[src/hdl/hbu_pkg.sv]
// Constants, register map and field layout of the hardware breakpoint unit
// Function
// [RL1] Instruction address compared to reference under mask
// [RL2] Data address, optional value, read/write qualified
// [RL3] All address comparisons use virtual addresses
// [RL4] Separate exception enables for instruction, data
// [RL5] Events enabled per mode and exception level
// [RL6] Probe trigger output in step with event
// [RL7] Trigger held exactly two bus clock cycles
// [RL8] Match raises level-two breakpoint exception request
// [RL9] Exception masked only in level-two mode
// [RL10] Exception generation steered by control register
// [RL11] Load value breakpoints reported late, imprecise
// [RL12] FPU store value breakpoints reported late
// [RL13] Seven breakpoint registers, software move access only
// [RL14] Bits 31,30,29 enable instr/read/write, reset off
// [RL15] Status bits [2:0] record breakpoint event kind
// [RL16] Mask bit one excludes bit from compare
// [RL17] Value compare alone never produces an event
package hbu_pkg;
    // Register byte offsets
    localparam logic [7:0] OFS_CTRL = 8'h00;
    localparam logic [7:0] OFS_IADDR = 8'h04;
    localparam logic [7:0] OFS_IADDR_MASK = 8'h08;
    localparam logic [7:0] OFS_DADDR = 8'h0C;
    localparam logic [7:0] OFS_DADDR_MASK = 8'h10;
    localparam logic [7:0] OFS_DVAL = 8'h14;
    localparam logic [7:0] OFS_DVAL_MASK = 8'h18;
    localparam logic [7:0] OFS_IRQ_STAT = 8'h1C;
    localparam logic [7:0] OFS_IRQ_CLR = 8'h20;
    localparam logic [7:0] OFS_IRQ_EN = 8'h24;
    // Control register fields
    localparam int BIT_IADDR_EN = 31;
    localparam int BIT_DREAD_EN = 30;
    localparam int BIT_DWRITE_EN = 29;
    localparam int BIT_DVAL_EN = 28;
    localparam int FLD_IMODE_HI = 26;
    localparam int FLD_IMODE_LO = 23;
    localparam int FLD_DMODE_HI = 21;
    localparam int FLD_DMODE_LO = 18;
    localparam int BIT_IEXC = 17;
    localparam int BIT_DEXC = 16;
    localparam int BIT_PROBE_EN = 15;
    localparam int BIT_ST_DW = 2;
    localparam int BIT_ST_DR = 1;
    localparam int BIT_ST_IA = 0;
    // Writable bits of the control register; reserved bits other than bit 22 read zero
    localparam logic [31:0] CTRL_WMASK = 32'hF7FF8007;
    localparam logic [31:0] CTRL_RESET = 32'h00000000;
    localparam logic [31:0] REF_RESET = 32'h00000000;
    localparam logic [31:0] MASK_RESET = 32'h00000000;
    // Mode enable nibble positions: user, supervisor, kernel, exception level
    localparam int MODE_U = 3;
    localparam int MODE_S = 2;
    localparam int MODE_K = 1;
    localparam int MODE_X = 0;
    // Interrupt status bits
    localparam int IRQ_NUM = 2;
    localparam int IRQ_INSTR = 0;
    localparam int IRQ_DATA = 1;
    // Comparator slots
    localparam int CMP_NUM = 4;
    localparam int CMP_IADDR = 0;
    localparam int CMP_DADDR = 1;
    localparam int CMP_SVAL = 2;
    localparam int CMP_LVAL = 3;
    // Trigger timing: pclk serves as the bus clock
    localparam int PROBE_TRIGGER_OUT_BUS_CYCLES = 2;
    localparam int PCLK_PER_BUS = 1;
    localparam logic [2:0] PROBE_TRIGGER_OUT_LOAD = 3'(PROBE_TRIGGER_OUT_BUS_CYCLES * PCLK_PER_BUS - 1);
    // Processor operating modes
    typedef enum logic [1:0] {
        HBU_KERNEL,
        HBU_SUPER,
        HBU_USER,
        HBU_RSVD
    } hbu_mode_type;
    // Pending late value compare
    typedef enum {
        HBU_LV_IDLE,
        HBU_LV_WAIT
    } hbu_lv_state_type;
endpackage

[src/hdl/hbu_cmp_if.sv]
// Carrier between the top and one masked comparator
`timescale 1ns/100ps
interface hbu_cmp_if;
    logic [31:0] ref_val;
    logic [31:0] mask_val;
    logic [31:0] probe_val;
    logic hit;
    modport cmp (input ref_val, input mask_val, input probe_val, output hit);
    modport user (output ref_val, output mask_val, output probe_val, input hit);
endinterface

[src/hdl/hbu_top.sv]
// Hardware breakpoint unit with APB register slave
`timescale 1ns/100ps
module hbu_top
    import hbu_pkg::*;
(
    input logic pclk, // Clock, also bus clock
    input logic presetn, // Async reset, active low
    input logic psel, // APB select
    input logic penable, // APB enable
    input logic pwrite, // APB direction
    input logic [7:0] paddr, // APB byte address
    input logic [31:0] pwdata, // APB write data
    output logic [31:0] prdata, // APB read data
    output logic pready, // APB ready
    output logic pslverr, // APB error
    input logic ifetch_valid, // Instruction fetch strobe
    input logic [31:0] ifetch_vaddr, // Fetch virtual address
    input logic dacc_valid, // Data access strobe
    input logic dacc_write, // Access is a store
    input logic dacc_fpu_store, // Access is FPU store word
    input logic [31:0] dacc_vaddr, // Data virtual address
    input logic [31:0] dacc_wdata, // Store data
    input logic late_valid, // Late load or FPU data strobe
    input logic [31:0] late_data, // Late data value
    input logic [1:0] cpu_mode, // Operating mode
    input logic cpu_exl, // First exception level
    input logic cpu_erl, // Second exception level
    output logic bp_exc_req, // Breakpoint exception pulse
    output logic probe_trigger_out, // Probe trigger
    output logic irq // Interrupt level
);
    logic [31:0] breakpoint_control_reg_r;
    logic [31:0] iaddr_r;
    logic [31:0] iaddr_mask_r;
    logic [31:0] daddr_r;
    logic [31:0] daddr_mask_r;
    logic [31:0] dval_r;
    logic [31:0] dval_mask_r;
    logic [IRQ_NUM-1:0] irq_stat_r;
    logic [IRQ_NUM-1:0] irq_stat_nxt;
    logic [IRQ_NUM-1:0] irq_en_r;
    logic [IRQ_NUM-1:0] irq_en_nxt;
    logic irq_r;
    logic [31:0] prdata_r;
    logic pready_r;
    logic pslverr_r;
    logic bp_exc_req_r;
    logic probe_trigger_out_r;
    logic [2:0] probe_trigger_out_cnt_r;
    hbu_lv_state_type lv_state_r;
    logic lv_write_r;
    logic [31:0] cmp_ref [CMP_NUM];
    logic [31:0] cmp_mask [CMP_NUM];
    logic [31:0] cmp_probe [CMP_NUM];
    logic [CMP_NUM-1:0] cmp_hit;
    logic wr_en;
    logic instr_addr_bp_enable;
    logic data_read_bp_enable;
    logic data_write_bp_enable;
    logic data_value_bp_enable;
    logic imode_ok;
    logic dmode_ok;
    logic dir_ok;
    logic ev_instr;
    logic ev_data_now;
    logic ev_data_late;
    logic ev_data;
    logic ev_dwrite;
    logic ev_dread;
    logic lv_start;
    logic exc_cond;
    logic probe_trigger_out_cond;

    // Decode of the mode enable nibble against the current mode
    function automatic logic mode_enabled(input logic [3:0] en, input logic [1:0] mode, input logic exl,
                                          input logic erl);
        logic ok;
        ok = 1'b0;
        if (exl || erl) begin
            ok = en[MODE_X];
        end else begin
            case (mode)
                HBU_USER: ok = en[MODE_U];
                HBU_SUPER: ok = en[MODE_S];
                HBU_KERNEL: ok = en[MODE_K];
                default: ok = 1'b0;
            endcase
        end
        return ok;
    endfunction

    // Write strobe at the completing access phase
    assign wr_en = psel && penable && pready_r && pwrite; // [RL13]

    // Control field aliases
    assign instr_addr_bp_enable = breakpoint_control_reg_r[BIT_IADDR_EN]; // [RL14]
    assign data_read_bp_enable = breakpoint_control_reg_r[BIT_DREAD_EN]; // [RL14]
    assign data_write_bp_enable = breakpoint_control_reg_r[BIT_DWRITE_EN]; // [RL14]
    assign data_value_bp_enable = breakpoint_control_reg_r[BIT_DVAL_EN];

    // Comparator operands; address slots fed with untranslated virtual addresses, value slots with store and late data
    assign cmp_ref[CMP_IADDR] = iaddr_r;
    assign cmp_mask[CMP_IADDR] = iaddr_mask_r;
    assign cmp_probe[CMP_IADDR] = ifetch_vaddr; // [RL3]
    assign cmp_ref[CMP_DADDR] = daddr_r;
    assign cmp_mask[CMP_DADDR] = daddr_mask_r;
    assign cmp_probe[CMP_DADDR] = dacc_vaddr; // [RL3]
    assign cmp_ref[CMP_SVAL] = dval_r;
    assign cmp_mask[CMP_SVAL] = dval_mask_r;
    assign cmp_probe[CMP_SVAL] = dacc_wdata;
    assign cmp_ref[CMP_LVAL] = dval_r;
    assign cmp_mask[CMP_LVAL] = dval_mask_r;
    assign cmp_probe[CMP_LVAL] = late_data;

    // One masked comparator per slot
    genvar g;
    generate
        for (g = 0; g < CMP_NUM; g++) begin : g_cmp
            hbu_cmp_if cif ();
            assign cif.ref_val = cmp_ref[g];
            assign cif.mask_val = cmp_mask[g];
            assign cif.probe_val = cmp_probe[g];
            assign cmp_hit[g] = cif.hit;
            hbu_match u_match (
                .port(cif)
            );
        end
    endgenerate

    // Mode qualification for each event class
    assign imode_ok = mode_enabled(breakpoint_control_reg_r[FLD_IMODE_HI:FLD_IMODE_LO], cpu_mode, cpu_exl,
                                   cpu_erl); // [RL5]
    assign dmode_ok = mode_enabled(breakpoint_control_reg_r[FLD_DMODE_HI:FLD_DMODE_LO], cpu_mode, cpu_exl,
                                   cpu_erl); // [RL5]

    // Instruction address event
    assign ev_instr = ifetch_valid && instr_addr_bp_enable && imode_ok && cmp_hit[CMP_IADDR]; // [RL1]

    // Data address event, direction qualified; value alone never fires
    assign dir_ok = dacc_write ? data_write_bp_enable : data_read_bp_enable; // [RL17]
    assign ev_data_now = dacc_valid && dir_ok && dmode_ok && cmp_hit[CMP_DADDR] &&
                         (!data_value_bp_enable ||
                          (dacc_write && !dacc_fpu_store && cmp_hit[CMP_SVAL])); // [RL2]
    // Loads and FPU stores compare their value once the data arrives
    assign lv_start = dacc_valid && dir_ok && dmode_ok && cmp_hit[CMP_DADDR] && data_value_bp_enable &&
                      (!dacc_write || dacc_fpu_store); // [RL11] [RL12]
    assign ev_data_late = (lv_state_r == HBU_LV_WAIT) && late_valid && cmp_hit[CMP_LVAL]; // [RL11] [RL12]
    assign ev_data = ev_data_now || ev_data_late; // [RL2]
    assign ev_dwrite = (ev_data_now && dacc_write) || (ev_data_late && lv_write_r);
    assign ev_dread = (ev_data_now && !dacc_write) || (ev_data_late && !lv_write_r);

    // Exception request, separate enables, masked in level two
    assign exc_cond = ((ev_instr && breakpoint_control_reg_r[BIT_IEXC]) ||
                       (ev_data && breakpoint_control_reg_r[BIT_DEXC])) && !cpu_erl; // [RL4] [RL9] [RL10]
    assign probe_trigger_out_cond = (ev_instr || ev_data) && breakpoint_control_reg_r[BIT_PROBE_EN]; // [RL6]

    // Late value compare tracker; newest access replaces an older one
    always_ff @(posedge pclk or negedge presetn) begin
        if (!presetn) begin
            lv_state_r <= HBU_LV_IDLE;
            lv_write_r <= 1'b0;
        end else begin
            case (lv_state_r)
                HBU_LV_IDLE: begin
                    if (lv_start) begin
                        lv_state_r <= HBU_LV_WAIT;
                        lv_write_r <= dacc_write;
                    end
                end
                HBU_LV_WAIT: begin
                    if (lv_start) begin
                        lv_write_r <= dacc_write;
                    end else if (late_valid) begin
                        lv_state_r <= HBU_LV_IDLE;
                    end
                end
                default: lv_state_r <= HBU_LV_IDLE;
            endcase
        end
    end

    // Control register; hardware status set wins over software write
    always_ff @(posedge pclk or negedge presetn) begin
        if (!presetn) begin
            breakpoint_control_reg_r <= CTRL_RESET; // [RL14]
        end else begin
            if (wr_en && paddr == OFS_CTRL) begin
                breakpoint_control_reg_r <= pwdata & CTRL_WMASK;
            end
            if (ev_instr) begin
                breakpoint_control_reg_r[BIT_ST_IA] <= 1'b1; // [RL15]
            end
            if (ev_dread) begin
                breakpoint_control_reg_r[BIT_ST_DR] <= 1'b1; // [RL15]
            end
            if (ev_dwrite) begin
                breakpoint_control_reg_r[BIT_ST_DW] <= 1'b1; // [RL15]
            end
        end
    end

    // Reference and mask registers
    always_ff @(posedge pclk or negedge presetn) begin
        if (!presetn) begin
            iaddr_r <= REF_RESET;
            iaddr_mask_r <= MASK_RESET;
            daddr_r <= REF_RESET;
            daddr_mask_r <= MASK_RESET;
            dval_r <= REF_RESET;
            dval_mask_r <= MASK_RESET;
        end else if (wr_en) begin
            case (paddr)
                OFS_IADDR: iaddr_r <= pwdata; // [RL13]
                OFS_IADDR_MASK: iaddr_mask_r <= pwdata;
                OFS_DADDR: daddr_r <= pwdata;
                OFS_DADDR_MASK: daddr_mask_r <= pwdata;
                OFS_DVAL: dval_r <= pwdata;
                OFS_DVAL_MASK: dval_mask_r <= pwdata;
                default: ;
            endcase
        end
    end

    // Interrupt status and enable next values
    always_comb begin
        irq_stat_nxt = irq_stat_r;
        irq_en_nxt = irq_en_r;
        if (wr_en && paddr == OFS_IRQ_CLR) begin
            irq_stat_nxt = irq_stat_r & ~pwdata[IRQ_NUM-1:0];
        end
        if (wr_en && paddr == OFS_IRQ_EN) begin
            irq_en_nxt = pwdata[IRQ_NUM-1:0];
        end
        irq_stat_nxt[IRQ_INSTR] = irq_stat_nxt[IRQ_INSTR] | ev_instr;
        irq_stat_nxt[IRQ_DATA] = irq_stat_nxt[IRQ_DATA] | ev_data;
    end

    // Interrupt registers and level output
    always_ff @(posedge pclk or negedge presetn) begin
        if (!presetn) begin
            irq_stat_r <= '0;
            irq_en_r <= '0;
            irq_r <= 1'b0;
        end else begin
            irq_stat_r <= irq_stat_nxt;
            irq_en_r <= irq_en_nxt;
            irq_r <= |(irq_stat_nxt & irq_en_nxt);
        end
    end

    // APB answer: one access cycle, read data latched in setup
    always_ff @(posedge pclk or negedge presetn) begin
        if (!presetn) begin
            pready_r <= 1'b0;
            pslverr_r <= 1'b0;
            prdata_r <= 32'h00000000;
        end else begin
            pready_r <= psel && !penable;
            pslverr_r <= 1'b0;
            if (psel && !penable) begin
                prdata_r <= 32'h00000000;
                case (paddr)
                    OFS_CTRL: prdata_r <= breakpoint_control_reg_r;
                    OFS_IADDR: prdata_r <= iaddr_r;
                    OFS_IADDR_MASK: prdata_r <= iaddr_mask_r;
                    OFS_DADDR: prdata_r <= daddr_r;
                    OFS_DADDR_MASK: prdata_r <= daddr_mask_r;
                    OFS_DVAL: prdata_r <= dval_r;
                    OFS_DVAL_MASK: prdata_r <= dval_mask_r;
                    OFS_IRQ_STAT: prdata_r <= {30'h0, irq_stat_r};
                    OFS_IRQ_CLR: prdata_r <= 32'h00000000;
                    OFS_IRQ_EN: prdata_r <= {30'h0, irq_en_r};
                    default: pslverr_r <= 1'b1;
                endcase
            end
        end
    end

    // Exception pulse and two-cycle probe trigger
    always_ff @(posedge pclk or negedge presetn) begin
        if (!presetn) begin
            bp_exc_req_r <= 1'b0;
            probe_trigger_out_r <= 1'b0;
            probe_trigger_out_cnt_r <= 3'h0;
        end else begin
            bp_exc_req_r <= exc_cond; // [RL8]
            if (probe_trigger_out_cond) begin
                probe_trigger_out_r <= 1'b1; // [RL6]
                probe_trigger_out_cnt_r <= PROBE_TRIGGER_OUT_LOAD; // [RL7]
            end else if (probe_trigger_out_cnt_r != 3'h0) begin
                probe_trigger_out_cnt_r <= probe_trigger_out_cnt_r - 3'h1;
            end else begin
                probe_trigger_out_r <= 1'b0;
            end
        end
    end

    assign prdata = prdata_r;
    assign pready = pready_r;
    assign pslverr = pslverr_r;
    assign bp_exc_req = bp_exc_req_r;
    assign probe_trigger_out = probe_trigger_out_r;
    assign irq = irq_r;
endmodule

[src/hdl/hbu_match.sv]
// Masked 32-bit equality comparator
`timescale 1ns/100ps
module hbu_match
    import hbu_pkg::*;
(
    hbu_cmp_if.cmp port // Reference, mask, probe and hit
);
    // Set mask bits drop out of the compare
    assign port.hit = (((port.ref_val ^ port.probe_val) & ~port.mask_val) == 32'h00000000); // [RL16]
endmodule

[config.mk]
export PLATFORM = sky130hd
export DESIGN_NAME = hbu_top
export DESIGN_NICKNAME = d
export VERILOG_FILES = /design/src/hdl/hbu_pkg.sv /design/src/hdl/hbu_cmp_if.sv /design/src/hdl/hbu_top.sv /design/src/hdl/hbu_match.sv
export SDC_FILE = /design/constraint.sdc
export NUM_CORES = 1
export LEC_CHECK = 0
export BUFFER_PORTS_ARGS = -buffer_cell sky130_fd_sc_hd__buf_4
export CORE_MARGIN = 2
export CORE_UTILIZATION = 45
export DETAILED_ROUTE_END_ITERATION = 12
export PLACE_DENSITY_LB_ADDON = 0.25
export SETUP_SLACK_MARGIN = 0.2
export SLEW_MARGIN = 30
export SYNTH_ARGS = -nofsm -noshare
export SYNTH_HDL_FRONTEND = slang
export SYNTH_HIERARCHICAL = 1
export SYNTH_SLANG_ARGS = --single-unit
[constraint.sdc]
create_clock -name pclk -period 3.85 [get_ports pclk]
set_input_delay 0.1925 -clock pclk [delete_from_list [all_inputs] [get_ports pclk]]
set_output_delay 0.1925 -clock pclk [all_outputs]
set_load 0.03 [all_outputs]
Yosys cells after proc, flatten, opt, wreduce, memory -nomap -nowiden. Cells that the tools add are included.

Register bits after elaboration: 288. Word-level logic and storage cells: 142. Bits of input ports: 182. Output and inout port bits: 37.

Equality and inequality tests: 17. Reductions and logical operators: 65. Bitwise gates (word level): 16. Multiplexer cells: 22. Add/sub/neg operators: 1.

Operators by type and width (number): one-hot mux 32 bit (9 select lines) (1); zero test 32 bit (5); AND 32 bit (4); bitwise XOR 32 bit (4); two-way mux 32 bit (3); NOT 32 bit (3); one-hot mux 32 bit (2 select lines) (1); == test 32 x 1 -> 1 bit, second input constant (1); == test 32 x 2 -> 1 bit, second input constant (1); == test 8 x 5 -> 1 bit, second input constant (4); logical AND 1 bit (28); == test 8 x 4 -> 1 bit, second input constant (2); == test 8 x 6 -> 1 bit, second input constant (2); AND reduction 2 bit (7); two-way mux 1 bit (10); OR reduction 10 bit (1); two-way mux 3 bit (3); == test 8 x 3 -> 1 bit, second input constant (1); zero test 8 bit (1); logical OR 1 bit (8); inequality test 2 bit, second input constant (4); nonzero test 2 bit (4); zero test 1 bit (6); one-hot mux 1 bit (3 select lines) (2); 11 further kinds (15).

Depth between registers and ports, before layout. Gate-level depths: netlist of run 1.

Word-level depth: 10. Mapped depth: 10. Gate-level depth less buffers: 8.

By module. The synthesis of run 1 kept the hierarchy.

Modules (own cells, without submodules): hbu_top (cells each 903, seq. area each 6431.2 µm², area an instance 11757.5 µm², times used 1); hbu_match (cells each 53, seq. area each 0.0 µm², area an instance 414.1 µm², times used 4).

Worst setup path before layout of run 1. OpenSTA, ideal clock, no wires.

Kind: input-to-reg. From: input paddr[5]. To: register daddr_r[10]. Data arrival time: 2.064 ns. Setup time: 0.125 ns. Stages on the path: 10. Required time: 3.725 ns. Buffers on the path: 5. Slack: 1.661 ns. Cell sequence: buf_6 > or4_4 > buf_6 > nor2_8 > and3_1 > buf_4 > and2b_1 > buf_6 > buf_12 > mux2_4.

Word-level cells in the longest chain between the ends: 2.

RTL lines: from (decl) (RTL line hbu_top.sv:11) `input logic [7:0] paddr,`; == test 8 x 4 -> 1 bit (RTL line hbu_top.sv:212) `case (paddr)`; AND reduction 2 bit (no source line); to (signal assigned) (RTL line hbu_top.sv:215) `OFS_DADDR: daddr_r <= pwdata;`; to (decl) (RTL line hbu_top.sv:35) `logic [31:0] daddr_r;`.

No other way between the ends. A chain may end at the register's enable or synchronous reset.

Final worst setup path of run 1.
From: register dval_r[25]. To: register probe_trigger_out_cnt_r[2].

Word-level cells in the longest chain between the ends: 10. Elaborated cells on any way between the ends: 15. Those cells by class: mux (1); bitwise (4); reduce/logical (10).

RTL lines: from (decl) (RTL line hbu_top.sv:37) `logic [31:0] dval_r;`; from (signal assigned) (RTL line hbu_top.sv:217) `OFS_DVAL: dval_r <= pwdata;`; bitwise XOR 32 bit * (RTL line hbu_match.sv:9) `assign port.hit = (((port.ref_val ^ port.probe_val) & ~port.mask_val) == 32'h00000000);`; AND 32 bit * (RTL line hbu_match.sv:9); zero test 32 bit * (RTL line hbu_match.sv:9); named net g_cmp[2].cif.hit (RTL line hbu_cmp_if.sv:7) `logic hit;`; logical AND 1 bit * (RTL line hbu_top.sv:143) `(dacc_write && !dacc_fpu_store && cmp_hit[CMP_SVAL]));`; logical OR 1 bit * (RTL line hbu_top.sv:142) `(!data_value_bp_enable ||`; logical AND 1 bit * (RTL line hbu_top.sv:141) `assign ev_data_now = dacc_valid && dir_ok && dmode_ok && cmp_hit[CMP_DADDR] &&`; logical OR 1 bit * (RTL line hbu_top.sv:148) `assign ev_data = ev_data_now || ev_data_late;`; logical OR 1 bit * (RTL line hbu_top.sv:155) `assign probe_trigger_out_cond = (ev_instr || ev_data) && breakpoint_control_reg_r[BIT_PROBE_EN];`; logical AND 1 bit * (RTL line hbu_top.sv:155); two-way mux 3 bit / nonzero test 2 bit (equally long branches); to (signal assigned) (RTL line hbu_top.sv:291) `probe_trigger_out_cnt_r <= probe_trigger_out_cnt_r - 3'h1;`; to (decl) (RTL line hbu_top.sv:49) `logic [2:0] probe_trigger_out_cnt_r;`.

The timed path passes the listed nets; every way through them passes the cells marked *.

==> results.json, run 1 <==
{
  "wl_per_cell_um": 24.7,
  "fmax_ghz": 0.335,
  "vias": 10546,
  "n_antenna_cell": 0,
  "cp_data_required_time_ns": 4.27,
  "via_per_inst": 5.91,
  "worstPathMaxFanout": 4,
  "ys_seq_elements": 257,
  "n_fill_cell": 2539,
  "post-route-period-util": 0.775,
  "drt-initial-drc-count": 919,
  "ir_drop_v": 0.000255,
  "coreArea_um2": 29500,
  "synth_top_area_frac": 0.479,
  "die-area_um2": 31200,
  "cts_tree": "yes",
  "grtUsageTotal": 0.284,
  "clk_pin_slew_worst_paths_ns": 0.06,
  "synthCells": 1115,
  "synthTopCellsByArea": "dfrtp_1 48%, mux2_2 15%, xnor2_1 8.4%",
  "drc": 0,
  "final_cell_area_um2": 16800,
  "clockBufferDepth": 3,
  "p_leak_nw": 7.77,
  "yosysUniqueCellTypes": 57,
  "setup_slack_ns": 0.866,
  "drive_above_1_share": 0.376,
  "synth_ff_type": "dfrtp_1",
  "rows": 63,
  "synth-edff-count": 0,
  "syn_area_per_cell_um2": 12.0,
  "async_flop_share": 1.00,
  "tightest_slew_ns": 1.06,
  "grt_pass1_wl_mm": 66.0,
  "r2r_start": "dval_r[25]",
  "yosysTopAreaCell": "dfrtp_1",
  "fin_skew_ns": 0.00863,
  "hold_violations": 0,
  "die_w_um": 177,
  "ys_seq_area_frac": 0.479,
  "critPathMaxStageDelay_ns": 0.81,
  "r2r-end": "probe_trigger_out_cnt_r[2]",
  "fin_nets": 1564,
  "wl_mm": 44.1,
  "cts_inserted_buffers": 29,
  "worstRegToRegCells": 8,
  "dp_slack_ns": 1.03,
  "hp-class": "in -> reg",
  "antenna_left": 0,
  "cts_sinks": 257,
  "gr-total-overflow": 0,
  "critPathKind": "reg -> reg",
  "yosysMostFrequentCell": "dfrtp_1",
  "synthesis.area_um2": 13400,
  "final-setup-viol-count": 0,
  "ctsHtreeMaxLevel": 1,
  "port_buffers": 218,
  "startpoint_type": "register",
  "startpoint": "dval_r[25]",
  "cp-end-kind": "register",
  "syn-num-nets": 1299,
  "clkLatencyLatePin_ns": 0.54,
  "slew_viol_final": 0,
  "io_pins": 219,
  "die_h_um": 177,
  "maxCapViolCount": 0,
  "run_status": "complete, no violations",
  "area_growth_pct": 25.2,
  "slowest_stage": "nor4_1",
  "grt_start_max_net_pins": 130,
  "powerDensity_nw_per_um2": 345,
  "r2r_slack_ns": 0.87,
  "place_area_um2": 15600,
  "cts-root-buf": "clkbuf_16",
  "arrival_ns": 3.40,
  "cts.repair.resized": 0,
  "yosysWarnings": 6,
  "critPathCapture": "probe_trigger_out_cnt_r[2]",
  "fin_tns_setup_ns": 0,
  "firstDrtPassIters": 5,
  "rsz0062_at_grt": "no",
  "grt_antenna_before_repair": 2,
  "dp_hpwl_mm": 31.2,
  "min_period_ns": 2.98,
  "path_cells": "xnor2_1 -> o22ai_1 -> nor4_1 -> and4_1 -> nand2_1 -> a221oi_1 -> o31a_1 -> nor2_1",
  "synth_common_cells": "257 x dfrtp_1, 176 x mux2_2, 129 x xnor2_1",
  "place_congestion": 0.922,
  "grt_pass1_vias": 10672,
  "maxSlewHeadroom": 0.286,
  "start_util": 0.455
}
[metrics by stage]
stage | power [mW] | hold slack (ns) | instances | utilization
floorplan | 2.94 | -0.103 | 1115 | -
detailed placement | 3.28 | 0.376 | 1702 | 0.528
CTS | 5.81 | 0.0261 | 1782 | 0.569
global route | 5.97 | 0.0273 | 1783 | 0.570
global placement | 3.28 | 0.378 | 1702 | 0.528
finish | 5.79 | 0.0447 | 1783 | 0.570
[what timing repair did]
item / 4_1_cts / 5_1_grt
hold buffers: 36 / 0
setup buffers: 0 / 0
hold endpoints to repair: 340 / 0
[per-layer routing]
metal / vias to the layer above / track usage / share of wire
met3: 91 / 0.0653 / 0.092
met2: 508 / 0.439 / 0.45
li1: 4643 / - / -
met5: - / 0 / 0.00066
met1: 5300 / 0.394 / 0.42
met4: 4 / 0.0930 / 0.035
[layout make-up]
class / instances / area (um^2) / share of cell area
Inverter: 6 / 22.5 / 0.00134
Timing Repair Buffer: 289 / 2310 / 0.138
Clock buffer: 40 / 827 / 0.0492
Multi-Input combinational cell: 797 / 6700 / 0.399
Clock inverter: 4 / 20.0 / 0.00119
Sequential cell: 257 / 6430 / 0.383
Tap cell: 390 / 488 / 0.0290
[where the power goes]
group,switching (mW),internal (mW)
sequential,0.0110,2.71
combinational,0.285,0.257
clock,1.06,1.47
[state kept, by name, summed over array words and instances (netlist names)]
register and count:
bp_exc_req 1, breakpoint_control_reg_r 19, daddr_mask_r 32, daddr_r 32, dval_mask_r 32, dval_r 32, g_cmp.cif.mask_val 32, g_cmp.cif.ref_val 32
irq 1, irq_en_r 2, irq_stat_r 2, lv_state_r 1, lv_write_r 1, prdata 32, pready 1, probe_trigger_out 1
probe_trigger_out_cnt_r 3, pslverr 1
[logic make-up after synthesis]
kind of cell	after synthesis	share of synthesized area
DFF	257	0.479
and+or+nand+nor	193	0.0718
AOI/OAI and AO/OA	204	0.0997
xor gates and xnor gates	129	0.0842
buffers and inverters	61	0.0243
adders and majority gates	3	0.00261
muxes	268	0.238
[how the worst min path moves through the flow]
stage	startpoint	endpoint	slack (ns)	depth (start not counted)
final	dacc_fpu_store	lv_state_r[0]	0.04	3
after global routing	dacc_fpu_store	lv_state_r[0]	0.03	3
after CTS	dacc_fpu_store	lv_state_r[0]	0.03	3
after detailed placement	presetn	prdata[12]	0.38	1
after global placement	presetn	prdata[12]	0.38	1
after floorplan	presetn	bp_exc_req	-0.10	0
[layout by cell type (no fill, tap or decap), types with 3 or more instances in the layout]
cell / count
dfrtp_1: 257
buf_4: 249
mux2_2: 176
xnor2_1: 129
nand2_1: 92
o22ai_1: 85
mux2i_1: 42
dlygate4sd3_1: 36
mux2_4: 30
o21ai_0: 29
clkbuf_16: 29
a22oi_1: 27
nor2_1: 23
a21oi_1: 20
a22o_1: 19
nor4_1: 17
nand3_1: 10
mux4_2: 10
mux2_1: 10
and3_1: 6
inv_1: 6
nor3_1: 6
clkbuf_8: 6
clkbuf_1: 5
nand2b_1: 4
nor2b_1: 4
clkinv_2: 4
and4_1: 4
a221oi_1: 3
o211ai_1: 3
a31oi_1: 3
or2_2: 3
o2bb2ai_1: 3
[critical path: cells and delay by family (launching register included)]
family	cells	cell delay, ns
flip-flops	1	0.44
XOR/XNOR	1	0.18
AO/OA/AOI/OAI	3	0.95
AND/OR/NAND/NOR	4	1.29
Power figures use the tool's default switching activity.
==> run 2, diff against run 1 <==
==> constraint.sdc (replaced) <==
create_clock -name pclk -period 2.85 [get_ports pclk]
set_input_delay 0.1425 -clock pclk [delete_from_list [all_inputs] [get_ports pclk]]
set_output_delay 0.1425 -clock pclk [all_outputs]
set_load 0.03 [all_outputs]
==> results.json, run 2 (same netlist as run 1, synthesis figures left out) <==
{
  "run_status": "complete, no violations",
  "io_pins": 219,
  "ir_drop_v": 0.000513,
  "slew_viol_final": 0,
  "hold_violations": 0,
  "clkLatencyLatePin_ns": 0.55,
  "rsz0062_at_grt": "no",
  "drt-initial-drc-count": 952,
  "grtUsageTotal": 0.288,
  "coreArea_um2": 29500,
  "r2r_start": "g_cmp[0].cif.ref_val[19]",
  "met3_usage": 0.0535,
  "layout_common_cells": "266 x buf_4, 257 x dfrtp_1, 176 x mux2_2",
  "start_util": 0.455,
  "hp-class": "in -> reg",
  "cts-root-buf": "clkbuf_16",
  "ctsHtreeMaxLevel": 1,
  "grt_antenna_before_repair": 0,
  "multi_input_area_um2": 6750,
  "cts_tree": "yes",
  "path_cells": "xnor2_1 -> o22ai_1 -> nor4_1 -> and4_1 -> o2111ai_1 -> a31oi_1 -> o31a_1 -> nand2b_1",
  "tightest_slew_ns": 0.783,
  "startpoint": "g_cmp[0].cif.ref_val[19]",
  "fmax_ghz": 0.395,
  "n_fill_cell": 2484,
  "die_w_um": 177,
  "grtUsageMet1": 0.405,
  "clockBufferDepth": 3,
  "drc": 0,
  "grt_pass1_wl_mm": 67.1,
  "hp-start": "ifetch_valid",
  "grt_start_max_net_pins": 86,
  "critPathKind": "reg -> reg",
  "critPathMaxStageDelay_ns": 0.61,
  "via_per_inst": 5.90,
  "slowest_stage": "nor4_1",
  "min_period_ns": 2.53,
  "fin_nets": 1587,
  "p_leak_nw": 7.98,
  "fin_tns_setup_ns": 0,
  "seqCellArea_um2": 6430,
  "worstPathMaxFanout": 4,
  "dp_hpwl_mm": 31.9,
  "clk_pin_slew_worst_paths_ns": 0.06,
  "die_h_um": 177,
  "place_congestion": 0.894,
  "met2_usage": 0.454,
  "grt_pass1_vias": 10760,
  "fin_skew_ns": 0.0236,
  "cp-end-kind": "register",
  "cts_inserted_buffers": 28,
  "port_buffers": 218,
  "firstDrtPassIters": 5,
  "arrival_ns": 3.02,
  "wl_per_cell_um": 24.9,
  "maxCapViolCount": 0,
  "post-route-period-util": 0.889,
  "layout_commonest_cell": "buf_4",
  "die-area_um2": 31200,
  "dp_slack_ns": 0.113,
  "setup_slack_ns": 0.316,
  "vias": 10694,
  "rows": 63,
  "final-setup-viol-count": 0,
  "maxSlewHeadroom": 0.477,
  "n_antenna_cell": 0,
  "drive_above_1_share": 0.392,
  "cts_sinks": 257,
  "antenna_left": 0,
  "cp_data_required_time_ns": 3.33,
  "gr-max-usage-layer": "met2",
  "area_growth_pct": 28.4,
  "powerDensity_nw_per_um2": 481,
  "wl_mm": 45.2,
  "gr-total-overflow": 0,
  "startpoint_type": "register"
}
-- run 2: cell count changes in the layout (fill, tap and decap cells not counted), moves of 3 or more --
cell	delta
dlygate4sd3_1	+3
buf_4	+17
nor4_1	-4
bufinv_16	+3
clkbuf_8	+3
buf_12	+5
-- run 2: path summary, 6_finish.rpt --
check | to | slack [ns] | cells past startpoint
setup / recovery | probe_trigger_out_cnt_r[0] | 0.32 | 8
hold / removal | bp_exc_req | 0.06 | 5
setup reg to reg | probe_trigger_out_cnt_r[0] | 0.32 | 8
hold reg to reg | prdata[19] | 0.49 | 2
max in group asynchronous | breakpoint_control_reg_r[25] | 1.70 | 3
min in group asynchronous | prdata[12] | 0.19 | 2
-- run 2: critical path, delay by kind of cell (launching register included) --
| kind | cells | cell delay [ns] |
|---|---|---|
| flops | 1 | 0.40 |
| simple gates | 3 | 1.07 |
| compound gates | 4 | 0.83 |
| xor+xnor | 1 | 0.16 |
-- run 2: per-layer routing --
metal | vias up | share of wire
met5 | - | 0
met4 | 0 | 0.028
met3 | 74 | 0.091
met2 | 494 | 0.47
met1 | 5427 | 0.41
li1 | 4699 | -
-- run 2: final cells by class --
| class | instances | share of cell area |
|---|---|---|
| multi-input cells | 797 | 0.392 |
| flip-flops and latches | 257 | 0.373 |
| clock inverters | 10 | 0.00741 |
| well taps | 390 | 0.0283 |
| clock buffers | 41 | 0.0500 |
| repair buffers | 313 | 0.148 |
| inverters | 6 | 0.00131 |
-- run 2: report_power, final --
group          leakage (nW)  total (mW)  switching, mW  internal, mW
clock                 0.492        3.85           1.50          2.35
sequential             3.59        3.68         0.0144          3.66
combinational          3.90       0.763          0.405         0.357
-- run 2: what timing repair did --
item                       in CTS  in global routing
hold buffers                   39                  0
setup endpoints to repair       6                  6
hold endpoints to repair      297                  0
setup buffers                   0                  0
resized for setup               4                  3
pin swaps                       0                  0
-- run 2: through the flow --
step / cell area [um^2] / power [mW] / hold slack [ns] / instances / util
2_1_floorplan: 13400 / 3.98 / -0.153 / 1115 / -
3_3_place_gp: 15800 / 4.45 / 0.207 / 1724 / 0.536
3_5_place_dp: 15800 / 4.45 / 0.199 / 1724 / 0.536
4_1_cts: 17200 / 8.32 / 0.0345 / 1814 / 0.583
5_1_grt: 17200 / 8.52 / 0.116 / 1814 / 0.584
6_report: 17200 / 8.29 / 0.0623 / 1814 / 0.584
